===== config.mk =====
export PLATFORM = sky130hd
export DESIGN_NAME = bztg_top
export DESIGN_NICKNAME = d
export VERILOG_FILES = /design/src/bztg_pkg.sv /design/src/bztg_pwm.sv /design/src/bztg_top.sv
export VERILOG_INCLUDE_DIRS = /design/src
export SDC_FILE = /design/constraint.sdc
export NUM_CORES = 1
export LEC_CHECK = 0
export ABC_AREA = 0
export BUFFER_PORTS_ARGS = -buffer_cell sky130_fd_sc_hd__buf_2
export CELL_PAD_IN_SITES_DETAIL_PLACEMENT = 0
export CELL_PAD_IN_SITES_GLOBAL_PLACEMENT = 2
export CORE_ASPECT_RATIO = 1.4
export CORE_MARGIN = 8
export CORE_UTILIZATION = 35
export CTS_BUF_LIST = sky130_fd_sc_hd__clkbuf_8
export CTS_CLUSTER_DIAMETER = 60
export DETAILED_ROUTE_END_ITERATION = 8
export PLACE_DENSITY_LB_ADDON = 0.1
export REMOVE_ABC_BUFFERS = 1
export SLEW_MARGIN = 20
export SYNTH_ARGS = -nofsm -noshare
export SYNTH_HDL_FRONTEND = slang
export SYNTH_SLANG_ARGS = --single-unit

===== constraint.sdc =====
create_clock -name clock -period 1.9 [get_ports clock]
set_clock_uncertainty 0.15 [all_clocks]
set_input_delay 0.38 -clock clock [delete_from_list [all_inputs] [get_ports clock]]
set_output_delay 0.38 -clock clock [all_outputs]
set_load 0.03 [all_outputs]

===== src/bztg_defs.svh =====
`ifndef BZTG_DEFS_SVH
`define BZTG_DEFS_SVH

// register addresses on the byte register port
`define BZTG_ADDR_CTRL        16'hff94
`define BZTG_ADDR_VOL         16'hff95
`define BZTG_ADDR_PERIOD      16'hff96

// reset values
`define BZTG_RST_CTRL         8'h00
`define BZTG_RST_VOL          8'h00
`define BZTG_RST_PERIOD       8'h00

// tone_control field positions
`define BZTG_CTRL_RUN         7
`define BZTG_CTRL_OSEL        3
`define BZTG_CTRL_PRE_HI      2
`define BZTG_CTRL_PRE_LO      1
`define BZTG_CTRL_IN_SEL      0

// writable bits of each register, others read as zero
`define BZTG_MASK_CTRL        8'h8f
`define BZTG_MASK_VOL         8'h7f
`define BZTG_MASK_PERIOD      8'h0f

// tone counter reloads after period plus this many counts
`define BZTG_PERIOD_ADD       6'h11

// counter prescaler masks for division by 2^5 .. 2^8
`define BZTG_PRE_MASK_5       8'h1f
`define BZTG_PRE_MASK_6       8'h3f
`define BZTG_PRE_MASK_7       8'h7f
`define BZTG_PRE_MASK_8       8'hff

`endif


===== src/bztg_pkg.sv =====
package bztg_pkg;

   // tone pin source
   typedef enum logic
   {
      BZTG_PLAIN,
      BZTG_GATED
   } bztg_omode_t;

   // counter prescaler code, bits high:low
   typedef logic [1:0] bztg_pre_t;

endpackage


===== src/bztg_pwm.sv =====
`timescale 1ns/1ns
`include "bztg_defs.svh"

module bztg_pwm
#(
   parameter int RES = 7                 // amplitude resolution in bits
)
(
   input  wire logic           clock,    // system clock
   input  wire logic           nrst,     // synchronous reset, active low
   input  wire logic           run,      // generator running
   input  wire logic           step,     // tone input frequency enable
   input  wire logic [RES-1:0] level,    // amplitude field
   output logic                pwm_out   // registered amplitude waveform
);

   logic [RES-1:0] cnt_r;
   logic [RES-1:0] cnt_nxt;
   logic           out_r;
   logic           out_nxt;

   // phase counter and comparator, level read live
   always_comb
   begin
      cnt_nxt = cnt_r;
      out_nxt = 1'b0;
      if (run)
      begin
         if (step)
            cnt_nxt = cnt_r + 1'b1;
         // zero gives nothing, n gives n+1 of 2^RES steps
         out_nxt = (level != '0) && (cnt_r <= level);
      end
      else
         cnt_nxt = '0;
   end

   // state registers
   always_ff @(posedge clock)
   begin
      if (!nrst)
      begin
         cnt_r <= '0;
         out_r <= 1'b0;
      end
      else
      begin
         cnt_r <= cnt_nxt;
         out_r <= out_nxt;
      end
   end

   assign pwm_out = out_r;

   chk_pwm_zero_low: assert property (@(posedge clock) disable iff (!nrst)
      level == '0 |=> !pwm_out)
      else $error("amplitude high with zero level");

   chk_pwm_full_high: assert property (@(posedge clock) disable iff (!nrst)
      run && level == '1 |=> pwm_out)
      else $error("amplitude low at full level");

   chk_pwm_stop_clr: assert property (@(posedge clock) disable iff (!nrst)
      !run |=> cnt_r == '0 && !pwm_out)
      else $error("amplitude counter not cleared when stopped");

endmodule


===== src/bztg_top.sv =====
// How it works
// - with the run bit clear the tone timer stops and the tone and amp pins sit low.
// - with the run bit set the generator runs and drives its waveforms.
// - output_select 0 puts the plain tone and the amplitude pwm on pins.
// - output_select 1 puts the gated tone on the tone pin, frees amp pin.
// - input_prescale_select picks half the clock (0) or full clock (1).
// - the prescale code divides the input rate by 2^5, 2^6, 2^7 or 2^8.
// - tone frequency is fx/(period+17) times 2^(s0-s1-2*s2-7).
// - amplitude 0 gives duty 0/128, any other n gives (n+1)/128.
// - the gated tone is the square wave ANDed with the amplitude pwm.
// - volume_level may be rewritten while running, without a stop.
// - reset clears all three registers to zero.
// - in plain mode the amplitude pwm runs on its pin alongside the tone.
`timescale 1ns/1ns
`include "bztg_defs.svh"

module bztg_top
(
   input  wire logic        clock,       // system clock fx, 50 MHz
   input  wire logic        nrst,        // synchronous reset, active low
   input  wire logic [15:0] reg_addr,    // register byte address
   input  wire logic [7:0]  reg_wdata,   // write data
   input  wire logic        reg_wr,      // write strobe, one cycle
   input  wire logic        reg_rd,      // read strobe, one cycle
   output logic      [7:0]  reg_rdata,   // read data, one cycle later
   output logic             tone_out,    // tone pin, plain or gated
   output logic             amp_out,     // amplitude pwm pin
   output logic             amp_release  // amp pin handed to other use
);

   logic [7:0] ctrl_r;
   logic [7:0] ctrl_nxt;
   logic [7:0] vol_r;
   logic [7:0] vol_nxt;
   logic [7:0] period_r;
   logic [7:0] period_nxt;
   logic [7:0] rdata_r;
   logic [7:0] rdata_nxt;

   logic                 run;
   bztg_pkg::bztg_omode_t omode;
   bztg_pkg::bztg_pre_t  pre_code;
   logic                 in_sel;

   logic       div_r;
   logic       div_nxt;
   logic       in_en;
   logic [7:0] pre_r;
   logic [7:0] pre_nxt;
   logic       cnt_en;
   logic [4:0] tone_cnt_r;
   logic [4:0] tone_cnt_nxt;
   logic [5:0] tone_limit;
   logic       tone_sq_r;
   logic       tone_sq_nxt;
   logic       pwm_lvl;

   logic       tone_r;
   logic       tone_nxt;
   logic       amp_r;
   logic       amp_nxt;
   logic       rel_r;
   logic       rel_nxt;

   // prescaler mask for the chosen division
   function automatic logic [7:0] pre_mask(input bztg_pkg::bztg_pre_t code);
      logic [7:0] m;
      m = `BZTG_PRE_MASK_5;
      unique case (code)
         2'h0: m = `BZTG_PRE_MASK_5;
         2'h1: m = `BZTG_PRE_MASK_6;
         2'h2: m = `BZTG_PRE_MASK_7;
         2'h3: m = `BZTG_PRE_MASK_8;
      endcase
      return m;
   endfunction

   // control field decode
   assign run      = ctrl_r[`BZTG_CTRL_RUN];
   assign omode    = ctrl_r[`BZTG_CTRL_OSEL] ? bztg_pkg::BZTG_GATED
                                             : bztg_pkg::BZTG_PLAIN;
   assign pre_code = {ctrl_r[`BZTG_CTRL_PRE_HI], ctrl_r[`BZTG_CTRL_PRE_LO]};
   assign in_sel   = ctrl_r[`BZTG_CTRL_IN_SEL];

   // register writes and read data
   always_comb
   begin
      ctrl_nxt   = ctrl_r;
      vol_nxt    = vol_r;
      period_nxt = period_r;
      rdata_nxt  = 8'h00;
      if (reg_wr)
      begin
         unique case (reg_addr)
            `BZTG_ADDR_CTRL:   ctrl_nxt   = reg_wdata & `BZTG_MASK_CTRL;
            `BZTG_ADDR_VOL:    vol_nxt    = reg_wdata & `BZTG_MASK_VOL;
            `BZTG_ADDR_PERIOD: period_nxt = reg_wdata & `BZTG_MASK_PERIOD;
            default:           ;
         endcase
      end
      if (reg_rd)
      begin
         unique case (reg_addr)
            `BZTG_ADDR_CTRL:   rdata_nxt = ctrl_r;
            `BZTG_ADDR_VOL:    rdata_nxt = vol_r;
            `BZTG_ADDR_PERIOD: rdata_nxt = period_r;
            default:           rdata_nxt = 8'h00;
         endcase
      end
   end

   // register file
   always_ff @(posedge clock)
   begin
      if (!nrst)
      begin
         ctrl_r   <= `BZTG_RST_CTRL;
         vol_r    <= `BZTG_RST_VOL;
         period_r <= `BZTG_RST_PERIOD;
         rdata_r  <= 8'h00;
      end
      else
      begin
         ctrl_r   <= ctrl_nxt;
         vol_r    <= vol_nxt;
         period_r <= period_nxt;
         rdata_r  <= rdata_nxt;
      end
   end

   // input rate enable: every cycle or every other one
   assign in_en = run && (in_sel || div_r);

   // counter clock enable after 2^(5+code) input steps
   assign cnt_en = in_en &&
                   ((pre_r & pre_mask(pre_code)) == pre_mask(pre_code));

   // tone counter runs 0 .. period+16, i.e. period+17 counts
   assign tone_limit = {2'h0, period_r[3:0]} + `BZTG_PERIOD_ADD - 6'h01;

   // dividers, tone counter and square wave
   always_comb
   begin
      div_nxt      = 1'b0;
      pre_nxt      = 8'h00;
      tone_cnt_nxt = 5'h00;
      tone_sq_nxt  = 1'b0;
      if (run)
      begin
         div_nxt      = ~div_r;
         pre_nxt      = in_en ? pre_r + 8'h01 : pre_r;
         tone_cnt_nxt = tone_cnt_r;
         tone_sq_nxt  = tone_sq_r;
         if (cnt_en)
         begin
            if ({1'b0, tone_cnt_r} == tone_limit)
            begin
               tone_cnt_nxt = 5'h00;
               tone_sq_nxt  = ~tone_sq_r;
            end
            else
               tone_cnt_nxt = tone_cnt_r + 5'h01;
         end
      end
   end

   // timing state registers
   always_ff @(posedge clock)
   begin
      if (!nrst)
      begin
         div_r      <= 1'b0;
         pre_r      <= 8'h00;
         tone_cnt_r <= 5'h00;
         tone_sq_r  <= 1'b0;
      end
      else
      begin
         div_r      <= div_nxt;
         pre_r      <= pre_nxt;
         tone_cnt_r <= tone_cnt_nxt;
         tone_sq_r  <= tone_sq_nxt;
      end
   end

   // amplitude pwm on the tone input rate
   bztg_pwm #(.RES(7)) u_pwm
   (
      .clock   (clock),
      .nrst    (nrst),
      .run     (run),
      .step    (in_en),
      .level   (vol_r[6:0]),
      .pwm_out (pwm_lvl)
   );

   // pin selection
   always_comb
   begin
      tone_nxt = 1'b0;
      amp_nxt  = 1'b0;
      rel_nxt  = (omode == bztg_pkg::BZTG_GATED);
      if (run)
      begin
         unique case (omode)
            bztg_pkg::BZTG_PLAIN:
            begin
               tone_nxt = tone_sq_r;
               amp_nxt  = pwm_lvl;
            end
            bztg_pkg::BZTG_GATED:
            begin
               tone_nxt = tone_sq_r & pwm_lvl;
               amp_nxt  = 1'b0;
            end
         endcase
      end
   end

   // output registers
   always_ff @(posedge clock)
   begin
      if (!nrst)
      begin
         tone_r <= 1'b0;
         amp_r  <= 1'b0;
         rel_r  <= 1'b0;
      end
      else
      begin
         tone_r <= tone_nxt;
         amp_r  <= amp_nxt;
         rel_r  <= rel_nxt;
      end
   end

   assign reg_rdata   = rdata_r;
   assign tone_out    = tone_r;
   assign amp_out     = amp_r;
   assign amp_release = rel_r;

   chk_stop_low: assert property (@(posedge clock) disable iff (!nrst)
      !run |=> !tone_out && !amp_out)
      else $error("outputs not low while stopped");

   chk_reset_regs: assert property (@(posedge clock)
      !nrst |=> ctrl_r == 8'h00 && vol_r == 8'h00 && period_r == 8'h00)
      else $error("registers not cleared by reset");

   chk_plain_pins: assert property (@(posedge clock) disable iff (!nrst)
      run && omode == bztg_pkg::BZTG_PLAIN
      |=> tone_out == $past(tone_sq_r) && amp_out == $past(pwm_lvl))
      else $error("plain mode pins wrong");

   chk_gated_and: assert property (@(posedge clock) disable iff (!nrst)
      run && omode == bztg_pkg::BZTG_GATED
      |=> tone_out == ($past(tone_sq_r) && $past(pwm_lvl)) && !amp_out)
      else $error("gated tone not the AND of tone and pwm");

   chk_amp_release: assert property (@(posedge clock) disable iff (!nrst)
      ctrl_r[`BZTG_CTRL_OSEL] |=> amp_release)
      else $error("amplitude pin not released in gated mode");

   chk_half_rate: assert property (@(posedge clock) disable iff (!nrst)
      run && !in_sel && in_en && $stable(ctrl_r) |=> !in_en)
      else $error("half rate input enable fired twice in a row");

   chk_tone_bound: assert property (@(posedge clock) disable iff (!nrst)
      {1'b0, tone_cnt_r} <= tone_limit)
      else $error("tone counter passed its reload value");

   chk_tone_toggle: assert property (@(posedge clock) disable iff (!nrst)
      run && cnt_en && {1'b0, tone_cnt_r} == tone_limit && $stable(ctrl_r)
      |=> tone_sq_r != $past(tone_sq_r) && tone_cnt_r == 5'h00)
      else $error("square wave did not toggle at reload");

   chk_pre_step: assert property (@(posedge clock) disable iff (!nrst)
      cnt_en |-> (pre_r[4:0] == 5'h1f) && in_en)
      else $error("counter enable without full prescale");

   // timer state, input rate and pin ownership
   chk_timer_clr: assert property (@(posedge clock) disable iff (!nrst)
      !run |=> tone_cnt_r == 5'h00 && !tone_sq_r && pre_r == 8'h00)
      else $error("tone timer not cleared while stopped");

   chk_full_rate: assert property (@(posedge clock) disable iff (!nrst)
      run && in_sel |=> pre_r == $past(pre_r) + 8'h01)
      else $error("full rate prescaler missed a step");

   chk_plain_own: assert property (@(posedge clock) disable iff (!nrst)
      !ctrl_r[`BZTG_CTRL_OSEL] |=> !amp_release)
      else $error("amplitude pin released in plain mode");

   chk_gated_amp: assert property (@(posedge clock) disable iff (!nrst)
      omode == bztg_pkg::BZTG_GATED |=> !amp_out)
      else $error("amplitude pin driven in gated mode");

   chk_sq_hold: assert property (@(posedge clock) disable iff (!nrst)
      run && !cnt_en |=> tone_sq_r == $past(tone_sq_r))
      else $error("square wave moved between counter steps");

endmodule


==> results of run 1 <==
## report_power, final
group / internal (uW) / leakage, uW / total [uW] / switching (uW)
sequential: 1050 / 0.000402 / 1050 / 0.00329
clock: 395 / 0.0000585 / 766 / 371
combinational: 31.6 / 0.000692 / 62.6 / 31.0
## routing by layer
metal,up-vias,GRT usage
met1,849,0.146
met4,0,0.0509
met3,6,0.0284
met5,-,0
li1,966,-
met2,34,0.199
## worst max-delay path: cells and delay by family (launching register included)
kind | cells | cell delay (ns)
and+or+nand+nor | 3 | 0.80
DFF | 1 | 0.37
adders and majority gates | 1 | 0.24
AOI/OAI and AO/OA | 1 | 0.13
## path summary, 6_finish.rpt
path                startpoint         to  depth (start not counted)
setup / recovery      pre_r[1]  tone_sq_r                          5
hold / removal    reg_wdata[4]   vol_r[4]                          3
setup reg to reg      pre_r[1]  tone_sq_r                          5
hold reg to reg      tone_sq_r   tone_out                          2
## state kept, by name, indices dropped and copies added, names as in the netlist, 4 cells and up
signal / count
pre_r: 8
reg_rdata: 8
u_pwm.cnt_r: 7
vol_r: 7
ctrl_r: 5
tone_cnt_r: 5
period_r: 4
## final cells by class
class                           instances  share of cell area
Multi-Input combinational cell        180               0.435
Sequential cell                        50               0.359
Timing Repair Buffer                   56               0.121
Tap cell                               72              0.0323
Clock buffer                            5              0.0247
Clock inverter                          3              0.0157
Inverter                                9              0.0121
## kinds of logic (layout without fill, tap and decap cells)
logic type | count (synthesis) | in the layout | synth area share
DFF | 50 | 50 | 0.441
muxes | 8 | 8 | 0.0352
buffers and inverters | 16 | 73 | 0.0270
and+or+nand+nor | 109 | 109 | 0.266
adders and majority gates | 10 | 10 | 0.0551
AOI/OAI and AO/OA | 32 | 32 | 0.0953
xor gates and xnor gates | 21 | 21 | 0.0809
## through the flow
step           utilization  power, uW  hold slack (ns)  setup TNS (ns)
6_report             0.446       1880            0.177               0
3_5_place_dp         0.427       1130            0.308          -0.863
2_1_floorplan            -       1080            0.283               0
5_1_grt              0.446       1940            0.175               0
3_3_place_gp         0.427       1140            0.309          -0.567
4_1_cts              0.445       1910            0.168               0
## layout by cell type (no fill, tap or decap), types with 6 or more instances in the layout
cell type  count
a21boi_1       8
a21oi_1        8
and3_1         6
buf_2         38
buf_4         17
dfxtp_1       50
ha_1           9
inv_1          9
mux2i_1        8
nand2_1       19
nand3_1       17
nand4_1        6
nor2_1        26
nor2b_1        8
xnor2_1        8
xor2_1        13
## timing repair
action                     in CTS  in global routing
gates resized for setup         0                  1
setup endpoints to repair       0                  1
hold endpoints to repair        0                  0
==> key figures, run 1 <==
Outcome
  • Status: finished, final reports clean

Global routing
  • Initial antenna violation count: 0
  • Largest net degree at the start of global routing: 17
  • GR Util All Layers: 0.121
  • Vias in the first global route: 1918
  • Overflow after GRT: 0
  • First-pass GRT wire length: 9320 um

Route
  • Met2 wire length: 2700 um
  • DR WL met3: 207 um
  • Antenna viol nets, final: 0
  • Vias per cell: around 4.9
  • Top layer in use: met4
  • DRT Pass-1 Iters: 5
  • Via count: 1855
  • # DRC: 0
  • Wl on met1: 2560 um
  • Final wirelength: 5550 um
  • DRT iter0 DRCs: 59
  • WL/cell: approximately 15 um

Place
  • Port bufs: 38
  • DP Area: approximately 2700 um2
  • DP Cell Count: approximately 370
  • GP Congestion: ~0.75
  • Pre-CTS WS: -0.0785 ns
  • DP HPWL: approximately 4400 um

Die
  • Core area: 6250 um2
  • Die Ht: 111 um
  • Initial core utilization: 0.363
  • Die Wd: 84.1 um
  • Num ports: 39
  • # rows: 34
  • Die ar.: ~9400 um2

Clocking
  • CTS Buffer Depth: 2
  • Htree depth: 2
  • Root buffer cell: clkbuf_8
  • CTS tree: built
  • Total CTS buffers: 5
  • Clk slew on worst S/H paths: 0.10 ns
  • Hold-fix buffers, CTS: 0
  • Worst skew pair latency: 0.30 ns
  • Post-CTS Setup Bufs: 0
  • Clock sink count: 50

STA
  • Final WS setup: 0.166 ns
  • Post-route clock period utilization: 0.913
  • Slew headroom: 0.728
  • Final setup viols: 0
  • Fmax: 0.577 GHz
  • Final Slew Violations: 0
  • Worst-Margin Slew: 0.407 ns
  • Final hold violation count: 0
  • RSZ-0062 raised after global routing: false
  • Final min period: 1.73 ns

Final layout
  • Area delta synth->final: 22.7%
  • Fraction of layout cells with a size suffix above 1: 0.231
  • Layout fillers: 640
  • Nets@finish: 340
  • Multi-input gate area: between 1000 and 1500 um2
  • Diode count: 0
  • Fin area: 2790 um2
  • Register Area: 1000 um2
  • Post-route insts no fill: 375

Synth
  • Synth area leaders: dfxtp_1 (44%), ha_1 (5.5%), xor2_1 (5.0%)
  • Async S/R FF share, synth: 0
  • Post-synthesis sequential area ratio: 0.441
  • Top FF cell, synth: dfxtp_1
  • Top-count cell post-synth: dfxtp_1
  • YS warnings: 0
  • Syn Inst Count: roughly 250
  • Flops & latches, synth: 50
  • Cell area after synthesis: roughly 2300 um2
  • Yosys top cell area share: 0.441
  • Commonest cells post-synth: dfxtp_1 (50), nor2_1 (26), nand2_1 (19), nand3_1 (17), xor2_1 (13)
  • Post-synth EDFFs: 0
  • Syn_area_per_cell: 9.24 um2
  • Area leader, netlist: dfxtp_1
  • Synth unique cells: 40

Critical path
  • WP data arrival: 1.83 ns
  • Critical Path End Type: flop
  • CP required: 2.00 ns
  • CP Class: flop to flop
  • Crit path cell chain: ha_2, nand2_4, or3_4, or3_1, a21oi_1
  • Reg-to-reg slack, setup: approximately 0.17 ns
  • Worst path max stage delay: 0.39 ns
  • CP Max Fanout: 3
  • CP max stage cell: or3_4
  • CP startpoint kind: flop

Power
  • PD cells: 673 nW/um2
  • Lkg Pwr: 0.00115 uW
  • Max VDD drop: 333 uV

Run
  • Maximum Capacitance Violations: 0

Hold path
  • HP Class: input pin to flop
(Power assumes the default switching activity.)
==> run 2: changes to the inputs <==
- SETUP_SLACK_MARGIN: unset -> 0.5
==> run 2 against run 1 <==
Register-to-register slack improved by 0.10 ns. Global-route usage increased by 0.75 points. Largest cell class unchanged. Final area increased by 15%. Via count increased by 5.9%. Total power increased by 0.30%. Die area unchanged. Critical endpoint unchanged. Fmax increased by 6.3%. Non-clock buffer count increased by 20. Highest routed layer unchanged. Sequential cell count unchanged. Sequential power about the same. Count of clock-buffer cells in the layout unchanged. Critical path type unchanged.
==> key figures, run 2 (same netlist as run 1, synthesis figures left out) <==
STA
  • Hold Worst Slack: 0.178 ns (+0.000649 ns)
  • Final min period: 1.63 ns (-0.102 ns)
  • Final setup viols: 0 (unchanged)
  • Worst-Margin Slew: 0.331 ns (-0.0757 ns)
  • Final Slew Violations: 0 (unchanged)
  • Final hold violation count: 0 (unchanged)
  • Setup TNS after final layout: 0 ns (unchanged)
  • Post-route clock period utilization: 0.859 (-0.0539)
  • RSZ-0062 raised after global routing: true
  • Fmax: 0.613 GHz (+6.3%)
  • Final WS setup: 0.268 ns (+0.102 ns)
  • Slew headroom: 0.778 (+0.0502)

Route
  • DRT Pass-1 Iters: 4 (-1)
  • DRT iter0 DRCs: 61 (+3.4%)
  • Via count: 1965 (+5.9%)
  • Final wirelength: 5890 um (+6.0%)
  • Vias per cell: 4.97 (+0.57%)
  • WL/cell: 14.9 um (+0.67%)
  • Antenna viol nets, final: 0 (unchanged)
  • # DRC: 0 (unchanged)

Power
  • Max VDD drop: 326 uV (-2.0%)
  • Lkg Pwr: 0.00129 uW (+12%)
  • Power Total: 1880 uW (+0.30%)
  • PD cells: 585 nW/um2 (-13%)

Clocking
  • Hold-fix buffers, CTS: 0 (unchanged)
  • CTS Buffer Depth: 2 (unchanged)
  • Htree depth: 2 (unchanged)
  • Worst skew pair latency: 0.30 ns (about the same)
  • CTS tree: built
  • Root buffer cell: clkbuf_8
  • Clock sink count: 50 (unchanged)
  • Total CTS buffers: 5 (unchanged)
  • Clk slew on worst S/H paths: 0.10 ns (about the same)

Outcome
  • Status: finished, final reports clean

Critical path
  • Worst path max stage delay: 0.39 ns (about the same)
  • Worst Reg2Reg Path Length in Cells: 5 (unchanged)
  • R2R Path Start: pre_r[1]
  • Critical Path End Type: flop
  • Critical Path Source: pre_r[1]
  • CP Class: flop to flop
  • WP data arrival: 1.73 ns (-0.10 ns)
  • CP required: 2.00 ns (about the same)
  • Reg-to-reg slack, setup: 0.27 ns (+0.10 ns)
  • CP Max Fanout: 3 (unchanged)
  • R2R Path End: tone_sq_r
  • Critical path destination: tone_sq_r
  • CP max stage cell: or3_4
  • Top cell by count, worst path: or3_4
  • CP startpoint kind: flop
  • Crit path cell chain: ha_4, nand2_4, or3_4, or3_4, a21oi_2

Global routing
  • Overflow after GRT: 0 (unchanged)
  • GR Util All Layers: 0.129 (+0.00748)
  • Vias in the first global route: 2029 (+5.8%)
  • Initial antenna violation count: 0 (unchanged)
  • First-pass GRT wire length: 9980 um (+7.2%)
  • Largest net degree at the start of global routing: 17 (unchanged)

Final layout
  • Post-route insts no fill: 395 (+5.3%)
  • Diode count: 0 (unchanged)
  • Area delta synth->final: 41.6%
  • Most common cell after layout, fill and taps aside: buf_4
  • Layout fillers: 603 (-5.8%)
  • Most frequent cells in the layout: buf_4 (34), dfxtp_1 (33), buf_2 (30), nor2_1 (23), nand2_1 (18)
  • Fraction of layout cells with a size suffix above 1: 0.433 (+0.202)
  • Nets@finish: 360 (+5.9%)

Hold path
  • HP Class: input pin to flop

Place
  • GP Congestion: 0.750 (unchanged)
  • DP Cell Count: 367 (unchanged)
  • Pre-CTS WS: -0.0785 ns (unchanged)
  • DP HPWL: 4380 um (unchanged)
  • Port bufs: 38 (unchanged)

Die
  • Die Wd: 84.1 um (unchanged)
  • Initial core utilization: 0.363 (unchanged)
  • Die ar.: 9360 um2 (unchanged)
  • # rows: 34 (unchanged)
  • Die Ht: 111 um (unchanged)
  • Num ports: 39 (unchanged)
  • Core area: 6250 um2 (unchanged)

Run
  • Maximum Capacitance Violations: 0 (unchanged)
[run 2: changes by cell type in the layout (fill, tap and decap cells not counted), moves of 4 or more]
cell / change
dfxtp_4: +4
buf_4: +17
nand3_1: -6
nand3_2: +6
buf_2: -8
ha_1: -4
ha_4: +5
dfxtp_2: +13
dfxtp_1: -17
buf_6: +10
[run 2: what timing repair did]
action	in CTS	in global routing
resized for setup	60	14
setup endpoints to repair	39	39
setup buffers	17	2
pin swaps	33	12
gates cloned	1	0
[run 2: worst min-delay path by stage]
stage | start | depth (start not counted) | slack, ns | to
after floorplan | tone_sq_r | 2 | 0.28 | tone_out
after global placement | tone_sq_r | 2 | 0.31 | tone_out
after detailed placement | tone_sq_r | 2 | 0.31 | tone_out
after CTS | reg_wdata[4] | 3 | 0.17 | vol_r[4]
after global routing | reg_wdata[4] | 3 | 0.18 | vol_r[4]
final | reg_wdata[4] | 3 | 0.18 | vol_r[4]
[run 2: where the power goes]
group	internal (uW)	switching (uW)	total, uW
clock	395	372	767
sequential	1040	0.00303	1040
combinational	40.6	33.0	73.6
[run 2: cell type report]
type | instances | area [um2] | share of cell area
flip-flops and latches | 50 | 1030 | 0.321
clock inverters | 3 | 43.8 | 0.0136
inverters | 9 | 33.8 | 0.0105
repair buffers | 76 | 566 | 0.176
multi-input cells | 180 | 1380 | 0.430
well taps | 72 | 90.1 | 0.0280
clock buffers | 5 | 68.8 | 0.0214
[run 2: worst max-delay path: cells and delay by family (launching register included)]
kind,cells,cell delay [ns]
flops,1,0.37
fa+ha+maj,1,0.15
compound gates,1,0.11
simple gates,3,0.80
[run 2: per-layer routing]
layer  track usage  vias to the layer above  part of all wire
met4        0.0451                        0             0.015
li1              -                     1005                 -
met5             0                        -                 0
met1         0.156                      915              0.45
met2         0.215                       38              0.50
met3        0.0299                        7             0.039
[run 2: through the flow]
step	cell area, um2	utilization
4_1_cts	3150	0.504
6_report	3220	0.515
3_3_place_gp	2670	0.427
5_1_grt	3220	0.515
2_1_floorplan	2240	-
3_5_place_dp	2670	0.427
==> run 3: changes to the inputs <==
- CELL_PAD_IN_SITES_DETAIL_PLACEMENT: 0 -> unset
- CELL_PAD_IN_SITES_GLOBAL_PLACEMENT: 2 -> unset
- CORE_UTILIZATION: 35 -> 58
- PLACE_DENSITY: unset -> 0.82
- PLACE_DENSITY_LB_ADDON: 0.1 -> unset
==> run 3 against run 2 <==
Wire length rose by 30%. Critical path depth did not move. Non-clock buffer count did not move. Sequential share of layout area fell by 0.95 points.
==> key figures, run 3 (same netlist as run 1, synthesis figures left out) <==
Outcome
  • Status: finished, final reports clean

STA
  • Fmax: 0.601 GHz (-2.0%)
  • Setup TNS after final layout: 0 ns (unchanged)
  • Final hold violation count: 0 (unchanged)
  • Final setup viols: 0 (unchanged)
  • Slew headroom: 0.745 (-0.0330)
  • Hold Worst Slack: 0.193 ns (+0.0154 ns)
  • Final WS setup: 0.235 ns (-0.0329 ns)
  • RSZ-0062 raised after global routing: true
  • Final Slew Violations: 0 (unchanged)
  • Final min period: 1.66 ns (+0.0329 ns)
  • Worst-Margin Slew: 0.379 ns (+0.0473 ns)
  • Post-route clock period utilization: 0.876 (+0.0173)

Global routing
  • Gr busiest metal: met2
  • Overflow after GRT: 0 (unchanged)
  • Largest net degree at the start of global routing: 19 (+2)
  • Grt met2 use: 0.363 (+0.148)
  • Met1 global-route usage: 0.236 (+0.0797)
  • Met3 Use GR: 0.0472 (+0.0173)
  • GR Util All Layers: 0.213 (+0.0845)
  • Initial antenna violation count: 0 (unchanged)
  • First-pass GRT wire length: 10300 um (+3.4%)
  • Vias in the first global route: 2193 (+8.1%)

Route
  • Vias per cell: 6.24 (+25%)
  • Via count: 2285 (+16%)
  • DRT Pass-1 Iters: 4 (unchanged)
  • Final wirelength: 7650 um (+30%)
  • DRT iter0 DRCs: 271 (+340%)
  • WL/cell: 20.9 um (+40%)
  • # DRC: 0 (unchanged)
  • Antenna viol nets, final: 0 (unchanged)

Hold path
  • HP Class: input pin to flop

Final layout
  • Most common cell after layout, fill and taps aside: buf_2
  • Fraction of layout cells with a size suffix above 1: 0.511 (+0.0774)
  • Layout fillers: 170 (-72%)
  • Finished Core Util: 0.862 (+0.348)
  • Area delta synth->final: 46.1%
  • Most frequent cells in the layout: buf_2 (32), dfxtp_1 (30), buf_4 (30), nor2_1 (23), dfxtp_2 (17)
  • Multi-input gate area: 1550 um2 (+12%)
  • Register Area: 1030 um2 (+0.12%)
  • Nets@finish: 360 (unchanged)
  • Diode count: 0 (unchanged)

Critical path
  • CP max stage cell: or3_4
  • Worst path max stage delay: 0.39 ns (about the same)
  • CP startpoint kind: flop
  • CP Max Fanout: 3 (unchanged)
  • WP data arrival: 1.76 ns (+0.03 ns)
  • CP required: 2.00 ns (about the same)
  • Critical Path End Type: flop
  • CP Class: flop to flop
  • Crit path cell chain: ha_4, nand2_4, or3_4, or3_1, a21oi_1

Clocking
  • Root buffer cell: clkbuf_8
  • Hold-fix buffers, CTS: 0 (unchanged)
  • CTS Buffer Depth: 2 (unchanged)
  • Total CTS buffers: 5 (unchanged)
  • Worst skew pair latency: 0.31 ns (about the same)
  • CTS tree: built
  • Htree depth: 2 (unchanged)
  • Clock sink count: 50 (unchanged)
  • Clk slew on worst S/H paths: 0.10 ns (about the same)

Place
  • Port bufs: 38 (unchanged)
  • Pre-CTS WS: -0.120 ns (-0.0411 ns)
  • DP HPWL: 3710 um (-15%)
  • GP Congestion: 0.857 (+14%)

Power
  • Power Total: 1880 uW (about the same)
  • PD cells: 566 nW/um2 (-3.1%)
  • Max VDD drop: 597 uV (+83%)
  • Lkg Pwr: 0.00130 uW (+0.30%)

Die
  • # rows: 27 (-21%)
  • Die Wd: 68.9 um (-18%)
  • Die Ht: 90.1 um (-19%)
  • Die ar.: 6200 um2 (-34%)
  • Initial core utilization: 0.590 (+0.227)
  • Num ports: 39 (unchanged)
  • Core area: 3850 um2 (-38%)

Run
  • Maximum Capacitance Violations: 0 (unchanged)
run 3: cell types whose count changed in the layout (fill, tap and decap cells not counted), sizes merged:
| cell | before | now |
|---|---|---|
| clkinv | 1 | 0 |
| clkinvlp | 0 | 1 |
run 3: area by class of cell:
| type | count | area share |
|---|---|---|
| timing repair buffer | 76 | 0.164 |
| clock buffer | 5 | 0.0207 |
| tap | 43 | 0.0162 |
| sequential | 50 | 0.311 |
| inverter | 9 | 0.0102 |
| multi-input combinational | 180 | 0.466 |
| clock inverter | 3 | 0.0124 |
run 3: timing repair:
item                                   CTS  global route
setup buffers                           17             9
gates resized for setup                 67            37
pin swaps                               46            27
endpoints found under the hold margin    0             0
gates cloned                             1             0
setup endpoints to repair               38            41
run 3: worst max-delay path, delay by kind of cell, from the launching register on:
kind,cells,cell delay (ns)
DFF,1,0.37
adders and majority gates,1,0.15
AOI/OAI and AO/OA,1,0.13
and+or+nand+nor,3,0.80
run 3: report_power, final:
part / switching, uW / leakage (uW) / total [uW] / internal, uW
Clock: 370 / 0.0000556 / 758 / 388
Sequential: 0.00359 / 0.000414 / 1040 / 1040
Combinational: 39.5 / 0.000829 / 80.6 / 41.1
Total: 409 / 0.00130 / 1880 / 1470
run 3: through the flow:
stage          area (um2)  cells
5_1_grt              3320    366
2_1_floorplan        2240    239
4_1_cts              3100    357
3_5_place_dp         2570    331
6_report             3320    366
3_3_place_gp         2570    331
run 3: layer usage:
metal	wire length (um)	up-vias	share of wire
met2	3920	108	0.51
met5	0	-	0
met4	342	0	0.045
met3	404	29	0.053
li1	-	1012	-
met1	2990	1136	0.39
run 3: worst paths after layout:
check / startpoint / depth (start not counted) / slack (ns) / endpoint
hold / removal: reg_wdata[5] / 3 / 0.19 / vol_r[5]
setup / recovery: pre_r[0] / 5 / 0.24 / tone_sq_r
setup reg to reg: pre_r[0] / 5 / 0.24 / tone_sq_r
hold reg to reg: tone_sq_r / 2 / 0.35 / tone_out
